**config.mk**
```make
export PLATFORM = sky130hd
export DESIGN_NAME = reference_rate_config_bank
export DESIGN_NICKNAME = d
export VERILOG_FILES = /design/src/hdl/rate_cfg_pkg.sv /design/src/hdl/rate_cfg_stage.sv /design/src/hdl/reference_rate_config_bank.sv
export SDC_FILE = /design/constraint.sdc
export NUM_CORES = 2
export LEC_CHECK = 0
export BUFFER_PORTS_ARGS = -buffer_cell sky130_fd_sc_hd__buf_2
export CAP_MARGIN = 20
export CORE_UTILIZATION = 35
export CTS_BUF_LIST = sky130_fd_sc_hd__clkbuf_8
export DETAILED_ROUTE_END_ITERATION = 8
export PLACE_DENSITY = 0.58
export SKIP_CTS_REPAIR_TIMING = 1
export SYNTH_ARGS = -nofsm -noshare
export SYNTH_HDL_FRONTEND = slang
export SYNTH_SLANG_ARGS = --single-unit
```
**constraint.sdc**
```tcl
create_clock -name CLK -period 12.16 [get_ports CLK]
set_input_delay 2.432 -clock CLK [delete_from_list [all_inputs] [get_ports CLK]]
set_output_delay 2.432 -clock CLK [all_outputs]
set_load 0.02 [all_outputs]
```
**src/hdl/rate_cfg_pkg.sv**
```systemverilog
// shared constants and types for the reference rate configuration bank
package rate_cfg_pkg;

  // field widths
  localparam int unsigned RATE_W    = 16;
  localparam int unsigned RATIO_W   = 32;
  localparam int unsigned PRODUCT_W = 48;
  localparam int unsigned NOMINAL_W = 32;
  localparam int unsigned STEP_W    = 6;

  // byte addresses of the first byte of each register
  localparam logic [7:0] FIRST_RATIO_OFS       = 8'h1c;
  localparam logic [7:0] SECOND_BASE_RATE_OFS  = 8'h20;
  localparam logic [7:0] SECOND_RATE_FACTOR_OFS = 8'h22;
  localparam logic [7:0] SECOND_RATIO_OFS      = 8'h24;
  localparam logic [7:0] CALC_STATUS_OFS       = 8'h30;
  localparam logic [7:0] NOMINAL_RATE_OFS      = 8'h34;

  // reset values: 40 kHz times 486 with unity ratio gives 19.44 MHz
  localparam logic [15:0] SECOND_BASE_RATE_RST   = 16'h9c40;
  localparam logic [15:0] SECOND_RATE_FACTOR_RST = 16'h01e6;
  localparam logic [31:0] RATIO_RST              = 32'h00010001;

  // ratio field positions
  localparam int unsigned NUMERATOR_LSB   = 16;
  localparam int unsigned DENOMINATOR_LSB = 0;

  // status bit positions
  localparam int unsigned ST_BUSY       = 0;
  localparam int unsigned ST_VALID      = 1;
  localparam int unsigned ST_DIV_ZERO   = 2;
  localparam int unsigned ST_OVERFLOW   = 3;
  localparam int unsigned ST_PEND_BASE  = 4;
  localparam int unsigned ST_PEND_MULT  = 5;
  localparam int unsigned ST_PEND_RATIO = 6;
  localparam int unsigned ST_PEND_FIRST = 7;

  // index of the last restoring divide step; 48 steps, one per product bit
  localparam logic [STEP_W-1:0] DIV_LAST_STEP = 6'h2f;

  // one register bus request
  typedef struct packed {
    logic [7:0] addr;
    logic [7:0] wdata;
    logic       wr;
    logic       rd;
  } bus_req_s;

  // numerator in the upper half, denominator in the lower half
  typedef struct packed {
    logic [15:0] numerator;
    logic [15:0] denominator;
  } ratio_s;

  // nominal frequency calculator states
  typedef enum logic [1:0] {
    CALC_IDLE = 2'b00,
    CALC_MUL  = 2'b01,
    CALC_DIV  = 2'b10
  } calc_state_e;

endpackage

```
**src/hdl/rate_cfg_stage.sv**
```systemverilog
// byte-written register with staging copy and commit on the final byte
`timescale 1ns/10ps
`default_nettype none
module rate_cfg_stage
  import rate_cfg_pkg::*;
#(
  parameter int unsigned             NBYTES    = 2,
  parameter logic [7:0]              BASE      = 8'h00,
  parameter logic [8*NBYTES-1:0]     RESET_VAL = '0
)(
  input  wire logic                  clk,
  input  wire logic                  rst_n,
  input  wire bus_req_s              req,
  output logic [8*NBYTES-1:0]        staged,
  output logic [8*NBYTES-1:0]        active,
  output logic                       pending,
  output logic                       commit
);

  logic [NBYTES-1:0]     hit;
  logic [8*NBYTES-1:0]   next_staged;
  logic [8*NBYTES-1:0]   next_active;
  logic                  next_pending;
  logic                  next_commit;

  // byte at BASE+i is the i-th most significant byte
  genvar gi;
  generate
    for (gi = 0; gi < NBYTES; gi++) begin : g_hit
      assign hit[gi] = req.wr && (req.addr == 8'(BASE + gi));
    end
  endgenerate

  // merge written byte, commit only when the last byte lands
  always_comb begin
    next_staged  = staged;
    next_active  = active;
    next_pending = pending;
    next_commit  = 1'b0;
    for (int i = 0; i < NBYTES; i++) begin
      if (hit[i]) begin
        next_staged[8*(NBYTES-1-i) +: 8] = req.wdata;
      end
    end
    if (hit[NBYTES-1]) begin
      next_active  = next_staged;
      next_pending = 1'b0;
      next_commit  = 1'b1;
    end else if (|hit) begin
      next_pending = 1'b1;
    end
  end

  // state registers
  always_ff @(posedge clk or negedge rst_n) begin
    if (!rst_n) begin
      staged  <= RESET_VAL;
      active  <= RESET_VAL;
      pending <= 1'b0;
      commit  <= 1'b0;
    end else begin
      staged  <= next_staged;
      active  <= next_active;
      pending <= next_pending;
      commit  <= next_commit;
    end
  end

endmodule
`default_nettype wire

```
**src/hdl/reference_rate_config_bank.sv**
```systemverilog
// reference rate configuration bank with nominal frequency calculator
//
// The address-and-strobe port was decided locally.
`timescale 1ns/10ps
`default_nettype none
module reference_rate_config_bank
  import rate_cfg_pkg::*;
(
  input  wire logic                  CLK,
  input  wire logic                  RST_N,
  input  wire logic [7:0]            ADDR,
  input  wire logic [7:0]            WDATA,
  input  wire logic                  WR_STB,
  input  wire logic                  RD_STB,
  output logic [7:0]                 RDATA,
  output logic [RATE_W-1:0]          SECOND_BASE_RATE_HZ,
  output logic [RATE_W-1:0]          SECOND_BASE_MULTIPLE,
  output logic [RATE_W-1:0]          SECOND_CORRECTION_NUMERATOR,
  output logic [RATE_W-1:0]          SECOND_CORRECTION_DENOMINATOR,
  output logic [RATE_W-1:0]          FIRST_CORRECTION_NUMERATOR,
  output logic [RATE_W-1:0]          FIRST_CORRECTION_DENOMINATOR,
  output logic [PRODUCT_W-1:0]       SECOND_NOMINAL_HZ,
  output logic                       NOMINAL_VALID,
  output logic                       CONFIG_UPDATE
);

  bus_req_s              req;
  logic [RATE_W-1:0]     base_staged;
  logic [RATE_W-1:0]     base_active;
  logic [RATE_W-1:0]     mult_staged;
  logic [RATE_W-1:0]     mult_active;
  logic [RATIO_W-1:0]    ratio_staged;
  logic [RATIO_W-1:0]    ratio_active;
  logic [RATIO_W-1:0]    first_staged;
  logic [RATIO_W-1:0]    first_active;
  logic                  base_pend;
  logic                  mult_pend;
  logic                  ratio_pend;
  logic                  first_pend;
  logic                  base_commit;
  logic                  mult_commit;
  logic                  ratio_commit;
  logic                  first_commit;
  ratio_s                second_ratio;
  ratio_s                first_ratio;
  logic                  restart;

  // bus request carried as one bundle
  assign req = '{addr: ADDR, wdata: WDATA, wr: WR_STB, rd: RD_STB};

  // second input base rate in hertz
  rate_cfg_stage #(
    .NBYTES    (2),
    .BASE      (SECOND_BASE_RATE_OFS),
    .RESET_VAL (SECOND_BASE_RATE_RST)
  ) u_base_rate (
    .clk     (CLK),
    .rst_n   (RST_N),
    .req     (req),
    .staged  (base_staged),
    .active  (base_active),
    .pending (base_pend),
    .commit  (base_commit)
  );

  // second input base multiple
  rate_cfg_stage #(
    .NBYTES    (2),
    .BASE      (SECOND_RATE_FACTOR_OFS),
    .RESET_VAL (SECOND_RATE_FACTOR_RST)
  ) u_rate_factor (
    .clk     (CLK),
    .rst_n   (RST_N),
    .req     (req),
    .staged  (mult_staged),
    .active  (mult_active),
    .pending (mult_pend),
    .commit  (mult_commit)
  );

  // second input correction ratio
  rate_cfg_stage #(
    .NBYTES    (4),
    .BASE      (SECOND_RATIO_OFS),
    .RESET_VAL (RATIO_RST)
  ) u_second_ratio (
    .clk     (CLK),
    .rst_n   (RST_N),
    .req     (req),
    .staged  (ratio_staged),
    .active  (ratio_active),
    .pending (ratio_pend),
    .commit  (ratio_commit)
  );

  // first input correction ratio, same field layout
  rate_cfg_stage #(
    .NBYTES    (4),
    .BASE      (FIRST_RATIO_OFS),
    .RESET_VAL (RATIO_RST)
  ) u_first_ratio (
    .clk     (CLK),
    .rst_n   (RST_N),
    .req     (req),
    .staged  (first_staged),
    .active  (first_active),
    .pending (first_pend),
    .commit  (first_commit)
  );

  // split committed ratios into numerator and denominator
  assign second_ratio = ratio_s'(ratio_active);
  assign first_ratio  = ratio_s'(first_active);

  // committed values toward the pll
  assign SECOND_BASE_RATE_HZ           = base_active;
  assign SECOND_BASE_MULTIPLE          = mult_active;
  assign SECOND_CORRECTION_NUMERATOR   = second_ratio.numerator;
  assign SECOND_CORRECTION_DENOMINATOR = second_ratio.denominator;
  assign FIRST_CORRECTION_NUMERATOR    = first_ratio.numerator;
  assign FIRST_CORRECTION_DENOMINATOR  = first_ratio.denominator;

  // any commit on the second input restarts the calculation
  assign restart = base_commit | mult_commit | ratio_commit;

  // ------------------------------------------------------------------
  // nominal frequency calculator: one multiply cycle, then restoring
  // division one bit per cycle; a zero denominator is flagged
  // ------------------------------------------------------------------
  calc_state_e           state;
  calc_state_e           next_state;
  logic [PRODUCT_W-1:0]  quo;
  logic [PRODUCT_W-1:0]  next_quo;
  logic [RATE_W:0]       rem;
  logic [RATE_W:0]       next_rem;
  logic [RATE_W:0]       rem_sh;
  logic [RATE_W:0]       den_ext;
  logic [STEP_W-1:0]     step;
  logic [STEP_W-1:0]     next_step;
  logic                  valid;
  logic                  next_valid;
  logic                  div_zero;
  logic                  next_div_zero;
  logic                  overflow;
  logic                  next_overflow;
  logic [PRODUCT_W-1:0]  nominal;
  logic [PRODUCT_W-1:0]  next_nominal;
  logic [PRODUCT_W-1:0]  step_quo;
  logic [RATE_W:0]       step_rem;
  logic                  next_update;
  logic                  update;

  // one restoring divide step on the current remainder and dividend
  always_comb begin
    den_ext = {1'b0, second_ratio.denominator};
    rem_sh  = {rem[RATE_W-1:0], quo[PRODUCT_W-1]};
    if (rem_sh >= den_ext) begin
      step_rem = rem_sh - den_ext;
      step_quo = {quo[PRODUCT_W-2:0], 1'b1};
    end else begin
      step_rem = rem_sh;
      step_quo = {quo[PRODUCT_W-2:0], 1'b0};
    end
  end

  // calculator next values
  always_comb begin
    next_state    = state;
    next_quo      = quo;
    next_rem      = rem;
    next_step     = step;
    next_valid    = valid;
    next_div_zero = div_zero;
    next_overflow = overflow;
    next_nominal  = nominal;
    if (restart) begin
      next_state = CALC_MUL;
      next_valid = 1'b0;
    end else begin
      unique case (state)
        CALC_IDLE: begin
          next_state = CALC_IDLE;
        end
        CALC_MUL: begin
          next_quo  = PRODUCT_W'(base_active) * PRODUCT_W'(mult_active)
                    * PRODUCT_W'(second_ratio.numerator);
          next_rem  = '0;
          next_step = DIV_LAST_STEP;
          if (second_ratio.denominator == 16'h0000) begin
            next_div_zero = 1'b1;
            next_valid    = 1'b0;
            next_state    = CALC_IDLE;
          end else begin
            next_div_zero = 1'b0;
            next_state    = CALC_DIV;
          end
        end
        CALC_DIV: begin
          next_quo = step_quo;
          next_rem = step_rem;
          if (step == '0) begin
            next_nominal  = step_quo;
            next_overflow = |step_quo[PRODUCT_W-1:NOMINAL_W];
            next_valid    = 1'b1;
            next_state    = CALC_IDLE;
          end else begin
            next_step = step - 6'h01;
          end
        end
        default: begin
          next_state = CALC_IDLE;
        end
      endcase
    end
  end

  // calculator registers; reset starts a calculation of the defaults
  always_ff @(posedge CLK or negedge RST_N) begin
    if (!RST_N) begin
      state    <= CALC_MUL;
      quo      <= '0;
      rem      <= '0;
      step     <= '0;
      valid    <= 1'b0;
      div_zero <= 1'b0;
      overflow <= 1'b0;
      nominal  <= '0;
    end else begin
      state    <= next_state;
      quo      <= next_quo;
      rem      <= next_rem;
      step     <= next_step;
      valid    <= next_valid;
      div_zero <= next_div_zero;
      overflow <= next_overflow;
      nominal  <= next_nominal;
    end
  end

  assign SECOND_NOMINAL_HZ = nominal;
  assign NOMINAL_VALID     = valid;

  // one-cycle notice that some committed value changed
  assign next_update = restart | first_commit;

  always_ff @(posedge CLK or negedge RST_N) begin
    if (!RST_N) begin
      update <= 1'b0;
    end else begin
      update <= next_update;
    end
  end

  assign CONFIG_UPDATE = update;

  // ------------------------------------------------------------------
  // read side: data stands only in the cycle after the read strobe
  // ------------------------------------------------------------------
  logic [7:0]  status;
  logic [7:0]  rd_byte;
  logic [7:0]  next_rdata;

  // calculator and staging state for software
  always_comb begin
    status                = 8'h00;
    status[ST_BUSY]       = (state != CALC_IDLE);
    status[ST_VALID]      = valid;
    status[ST_DIV_ZERO]   = div_zero;
    status[ST_OVERFLOW]   = overflow;
    status[ST_PEND_BASE]  = base_pend;
    status[ST_PEND_MULT]  = mult_pend;
    status[ST_PEND_RATIO] = ratio_pend;
    status[ST_PEND_FIRST] = first_pend;
  end

  // byte select, most significant byte at the lowest address
  always_comb begin
    unique case (ADDR)
      FIRST_RATIO_OFS:                 rd_byte = first_staged[31:24];
      8'(FIRST_RATIO_OFS + 8'h01):     rd_byte = first_staged[23:16];
      8'(FIRST_RATIO_OFS + 8'h02):     rd_byte = first_staged[15:8];
      8'(FIRST_RATIO_OFS + 8'h03):     rd_byte = first_staged[7:0];
      SECOND_BASE_RATE_OFS:            rd_byte = base_staged[15:8];
      8'(SECOND_BASE_RATE_OFS + 8'h01): rd_byte = base_staged[7:0];
      SECOND_RATE_FACTOR_OFS:          rd_byte = mult_staged[15:8];
      8'(SECOND_RATE_FACTOR_OFS + 8'h01): rd_byte = mult_staged[7:0];
      SECOND_RATIO_OFS:                rd_byte = ratio_staged[31:24];
      8'(SECOND_RATIO_OFS + 8'h01):    rd_byte = ratio_staged[23:16];
      8'(SECOND_RATIO_OFS + 8'h02):    rd_byte = ratio_staged[15:8];
      8'(SECOND_RATIO_OFS + 8'h03):    rd_byte = ratio_staged[7:0];
      CALC_STATUS_OFS:                 rd_byte = status;
      NOMINAL_RATE_OFS:                rd_byte = nominal[31:24];
      8'(NOMINAL_RATE_OFS + 8'h01):    rd_byte = nominal[23:16];
      8'(NOMINAL_RATE_OFS + 8'h02):    rd_byte = nominal[15:8];
      8'(NOMINAL_RATE_OFS + 8'h03):    rd_byte = nominal[7:0];
      default:                         rd_byte = 8'h00;
    endcase
  end

  assign next_rdata = RD_STB ? rd_byte : 8'h00;

  // read data register
  always_ff @(posedge CLK or negedge RST_N) begin
    if (!RST_N) begin
      RDATA <= 8'h00;
    end else begin
      RDATA <= next_rdata;
    end
  end

endmodule
`default_nettype wire

```
**After elaboration in Yosys (flattened, before gate mapping)**

Cells that the tools add are included.

- Flip-flop bits (word level): 332
- Word-level logic and storage cells: 129

- Multiplexer cells: 41
- Magnitude comparators: 1
- Multiply operators: 2
- Add/sub/neg operators: 2
- Bitwise operators: 4
- Eq/ne operators: 22
- Reduce and logical (&&, ||, !) cells: 31

Operators by type and width:

| cell | number |
|---|---|
| $pmux W8 S17 | 1 |
| $eq A8 B6 Y1 const B | 13 |
| $mux W8 | 13 |
| $pmux W48 S2 | 1 |
| $mul A32 B16 Y48 | 1 |
| $eq A8 B5 Y1 const B | 4 |
| $mul A16 B16 Y32 | 1 |
| $pmux W16 S2 | 1 |
| $ge A17 B16 Y1 | 1 |
| $mux W1 | 17 |
| $logic_not A16 Y1 | 1 |
| $mux W16 | 1 |
| $reduce_or A16 Y1 | 1 |
| $sub A16 B16 Y16 | 1 |
| $logic_and A1 B1 Y1 | 12 |
| $pmux W6 S2 | 1 |
| $reduce_bool A2 Y1 | 6 |
| $reduce_and A3 Y1 | 3 |
| $reduce_or A4 Y1 | 2 |
| $logic_not A6 Y1 | 1 |
| $mux W2 | 3 |
| $mux W6 | 1 |
| $ne A3 B3 Y1 const B | 2 |
| $sub A6 B1 Y6 const B | 1 |
| 10 further kinds | 14 |

**Longest topological paths before layout**

- Word-level depth: 5
- Gate-level depth with buffers: 47
- Mapped depth without buffers: 43

**Hierarchy**

Synthesis repeated with hierarchy kept, for this count alone.

- Cell total of the unflattened synthesis: 4038
- Area total of the unflattened synthesis: 39933.3 sq um

Modules (own cells, without submodules):

| module | area an instance (sq um) | sequential area each (sq um) | instances | cells each |
|---|---|---|---|---|
| reference_rate_config_bank | 32039.5 | 3304.4 | 1 | 3594 |
| rate_cfg_stage (u_second_ratio) | 2552.4 | 1656.6 | 1 | 145 |
| rate_cfg_stage (u_first_ratio) | 2527.4 | 1656.6 | 1 | 145 |
| rate_cfg_stage (u_rate_factor) | 1408.9 | 865.8 | 1 | 77 |
| rate_cfg_stage (u_base_rate) | 1405.1 | 863.3 | 1 | 77 |

**Worst setup path before layout**

OpenSTA, ideal clock, no wires.

- Path type: reg2reg
- From: register u_rate_factor.active[7]
- To: register quo[44]
- Cell stages (with the launch flop): 44
- Path buffers: 4
- Setup slack: 0.674 ns
- Required time: 12.034 ns
- Arrival time: 11.360 ns
- Library setup time: 0.126 ns
- Clock period less this slack: 11.486 ns
- Cells stage by stage: dfstp_2 > clkbuf_1 > clkbuf_1 > nand2_1 > fa_1 > inv_1 > fa_1 > inv_1 > fa_1 > inv_1 > fa_1 > fa_1 > inv_1 > fa_1 > inv_1 > ha_1 > inv_1 > nor2_1 > [... 8 more ...] > fa_1 > fa_1 > inv_1 > fa_1 > fa_1 > inv_1 > fa_1 > inv_1 > ha_1 > clkbuf_1 > nand4_1 > nor3_1 > nand4_1 > o21ai_0 > a21oi_2 > o21ai_2 > a41oi_1 > a311o_1

- Cells in the longest elaborated chain, start to end: 3

RTL lines:

| what | RTL line | RTL |
|---|---|---|
| start: declaration | rate_cfg_stage.sv:15 | `output logic [8*NBYTES-1:0] active,` |
| start signal: assignment | rate_cfg_stage.sv:63 | `active <= next_active;` |
| $mul A16 B16 Y32 | reference_rate_config_bank.sv:185 | `next_quo = PRODUCT_W'(base_active) * PRODUCT_W'(mult_active)` |
| $mul A32 B16 Y48 | reference_rate_config_bank.sv:186 | `* PRODUCT_W'(second_ratio.numerator);` |
| $pmux W48 S2 | reference_rate_config_bank.sv:180 | `unique case (state)` |
| end signal: assignment | reference_rate_config_bank.sv:230 | `quo <= next_quo;` |
| end: declaration | reference_rate_config_bank.sv:132 | `logic [PRODUCT_W-1:0] quo;` |

Every way passes these cells.
A chain may end at the register's enable or synchronous reset.

**Worst setup path in the final report**

- From: register u_rate_factor.active[7]
- To: register quo[36]

Same word-level chain as after synthesis.

==> impl_results.md <==
- Reg clk slew, reported paths: roughly 0.070 ns
- WS Path Type: register to register
- Rel. slew slack: a little under a third
- Mapped Cells: between 4000 and 5000
- Yosys cell types: a little under 90
- Max-Cap Viols: 0
- Layout overhead on the synthesized area: 10.6%
- Final setup vio count: 0
- Final Skew: 0.0511 ns
- Largest net degree at the start of global routing: 158
- Vias in the first global route: around 34000
- Worst-path maximum fanout: 10
- Gpl congestion: 0.919
- Seq/Total Area, Yosys: approximately a fifth
- PD cells: 56.2 nW/um^2
- Vias/cell: 5.19
- Fmax: 85.2 MHz
- Final instance area: approximately 45000 sq um
- Worst path bufs/invs: 7
- Slowest stage delay, CP: about 0.7 ns
- PortBufs: 173
- Syn Area/Cell: between 9 and 10 sq um
- Row count: roughly 120
- Hold Violations, Final: 0
- Critical path arrival: ~12 ns
- Most common cell in the netlist: nand2_1
- Sink Count: approximately 330
- Remaining Overflow, GRT: 0
- Worst setup EP type: register
- Crit path launch type: register
- Final Util: about two fifths
- Iter 0 DRT Violations: 2261
- IO Pins: approximately 170
- Die H: 343 um
- # nets final: roughly 5500
- Top-area cell type share of the netlist area: 30.1%
- Chip width: between 300 and 400 um
- Maximum clock path buffer count: 3
- CTS H-tree lvls: 2
- DRC Markers: 0
- Dpl cell area: 43400 sq um
- Maximum vdd ir drop: ~94 uV
- First-pass iteration count of the detailed router: 6
- Register area: roughly 8400 sq um
- Main synth FF type: dfrtp_1
- Fillcell total: between 10000 and 15000
- CTS Buf Count: 54
- Antenna Nets Post-Route: 0
- Dpl hpwl: 92.8 mm
- Family with the most delay on the worst path: adder cells
- Share of cells above drive strength 1: ~14%
- Die area: 118000 sq um
- Post-DR wirelength/cell: a little under 20 um
- Pins Over Slew Limit: 0
- Status: complete, no violations
- Yosys reg bits: 332
- Fin crit period: approximately 12 ns
- RSZ-0062 raised after global routing: yes
- Synthesized area: approximately 41000 sq um
- Clock Latency Late Sink: ~0.67 ns
- Post-synth top cells: 877 x nand2_1, 686 x inv_1, 613 x fa_1
- Gr usage total: a little over a fifth
- Warnings, synthesis: 0
- Clock root cell: clkbuf_8
- Dominant cell type by area after synthesis: fa_1
- Synth area leaders: fa_1 30%, dfrtp_1 18%, nand2_1 8.1%, ha_1 7.5%, inv_1 6.3%
- Most used cell, CP: fa_1
- CTS tree: done
- Net Count, Synth: about 5400
- Critical-path top delay cell: dfstp_4
- Area of the multi-input gates: 29000 sq um
- Core region area: around 110000 sq um
- Worst Tran Pin Value: 1.03 ns
- Total Wirelength: ~120 mm
- Initial Utilization: a little over a third
- Asr flop ratio synth: 100%
- Vias: roughly 32000
- EDFF count, synth: 0
- P_leak: 22.7 nW
- Final period utilization: about 97%
- Hold WC Path Type: register to register
- Req. time, crit path: around 13 ns
- Antenna violations before repair: 3
- First-pass GRT wire length: approximately 190 mm
## layer usage
layer	global-route usage [%]	routed length, um
met4	6.94	4350
met2	34.8	57400
met5	0	0
met3	2.02	6130
met1	28.6	52800
## state kept, by name, indices dropped and copies added (netlist names), 2 cells and up
name	count
SECOND_NOMINAL_HZ	48
quo	48
u_first_ratio.active	32
u_first_ratio.staged	32
u_second_ratio.active	32
u_second_ratio.staged	32
rem	16
u_base_rate.active	16
u_base_rate.staged	16
u_rate_factor.active	16
u_rate_factor.staged	16
RDATA	8
step	6
state	2
## layout by cell type, fill, tap and decap left out, types with 16 or more instances in the layout
cell type and count:
nand2_1 875, inv_1 699, fa_1 613, dfrtp_1 289, and2_1 280, ha_1 240
buf_2 172, a21oi_1 141, buf_4 131, mux2_2 128, o21ai_0 126, nor2_1 94
nand3_1 93, clkbuf_8 73, nand4_1 46, xnor2_1 43, a21o_1 39, a31oi_1 38
nor2b_1 35, mux2i_1 35, xor2_1 28, and3_1 26, dfstp_2 24, o21a_1 23
nand2b_1 20, nor4b_1 16
## power by group
part	leakage, nW	total [W]	switching [W]	internal, W
Clock	0.671	0.00109	0.000491	0.000599
Combinational	17.7	0.000219	0.000138	0.0000811
Sequential	4.39	0.00123	0.0000624	0.00116
## worst reg2reg max path: cells and delay by family, from the launching register on
kind	cells	cell delay, ns
adder cells (fa/ha/maj)	14	6.71
AND/OR/NAND/NOR	9	1.77
AO/OA/AOI/OAI	8	1.62
flip-flops	1	0.69
buffers and inverters	7	0.46
XOR/XNOR	1	0.39
## cell type report
class | count | area share [%]
clock inverters | 25 | 0.446
clock buffers | 73 | 2.23
well taps | 1512 | 4.19
repair buffers | 314 | 4.51
multi-input cells | 3206 | 64.3
inverters | 689 | 5.73
flip-flops and latches | 332 | 18.6
diodes | 4 | 0.0222
## cells by family (layout without fill, tap and decap cells)
group / after synthesis / count (layout) / share of synthesized area [%]
simple gates: 1577 / 1577 / 18.3
buf+inv: 962 / 1101 / 8.96
fa+ha+maj: 858 / 858 / 37.6
compound gates: 523 / 523 / 8.23
flops: 332 / 332 / 20.5
mux: 170 / 170 / 4.78
xor+xnor: 78 / 78 / 1.67
other cells: 0 / 4 / 0
## worst paths after layout
path,start,to,slack [ns],depth (start not counted)
max in group asynchronous,RST_N,u_rate_factor.active[4]$_DFFE_PN0P_,8.79,2
max,u_rate_factor.active[7]$_DFFE_PN1P_,quo[36]$_DFFE_PN0P_,0.42,39
min,u_rate_factor.staged[7]$_DFF_PN1_,u_rate_factor.staged[7]$_DFF_PN1_,0.46,2
max reg2reg,u_rate_factor.active[7]$_DFFE_PN1P_,quo[36]$_DFFE_PN0P_,0.42,39
min reg2reg,u_rate_factor.staged[7]$_DFF_PN1_,u_rate_factor.staged[7]$_DFF_PN1_,0.46,2
min in group asynchronous,RST_N,SECOND_NOMINAL_HZ[44]$_DFFE_PN0P_,1.80,1
## stage by stage
| step | setup TNS (ns) | std cells | total power [W] | setup slack [ns] | hold slack [ns] |
|---|---|---|---|---|---|
| finish | 0 | 6155 | 0.00254 | 0.421 | 0.461 |
| global placement | 0 | 6026 | 0.00145 | 0.0798 | 0.446 |
| detailed placement | 0 | 6026 | 0.00146 | 0.0894 | 0.444 |
| global route | -0.224 | 6152 | 0.00263 | -0.0459 | 0.477 |
| floorplan | 0 | 4500 | 0.00135 | 0.674 | 0.408 |
| CTS | 0 | 6124 | 0.00255 | 0.0620 | 0.459 |
No activity file was read; power rests on OpenSTA's default activity.
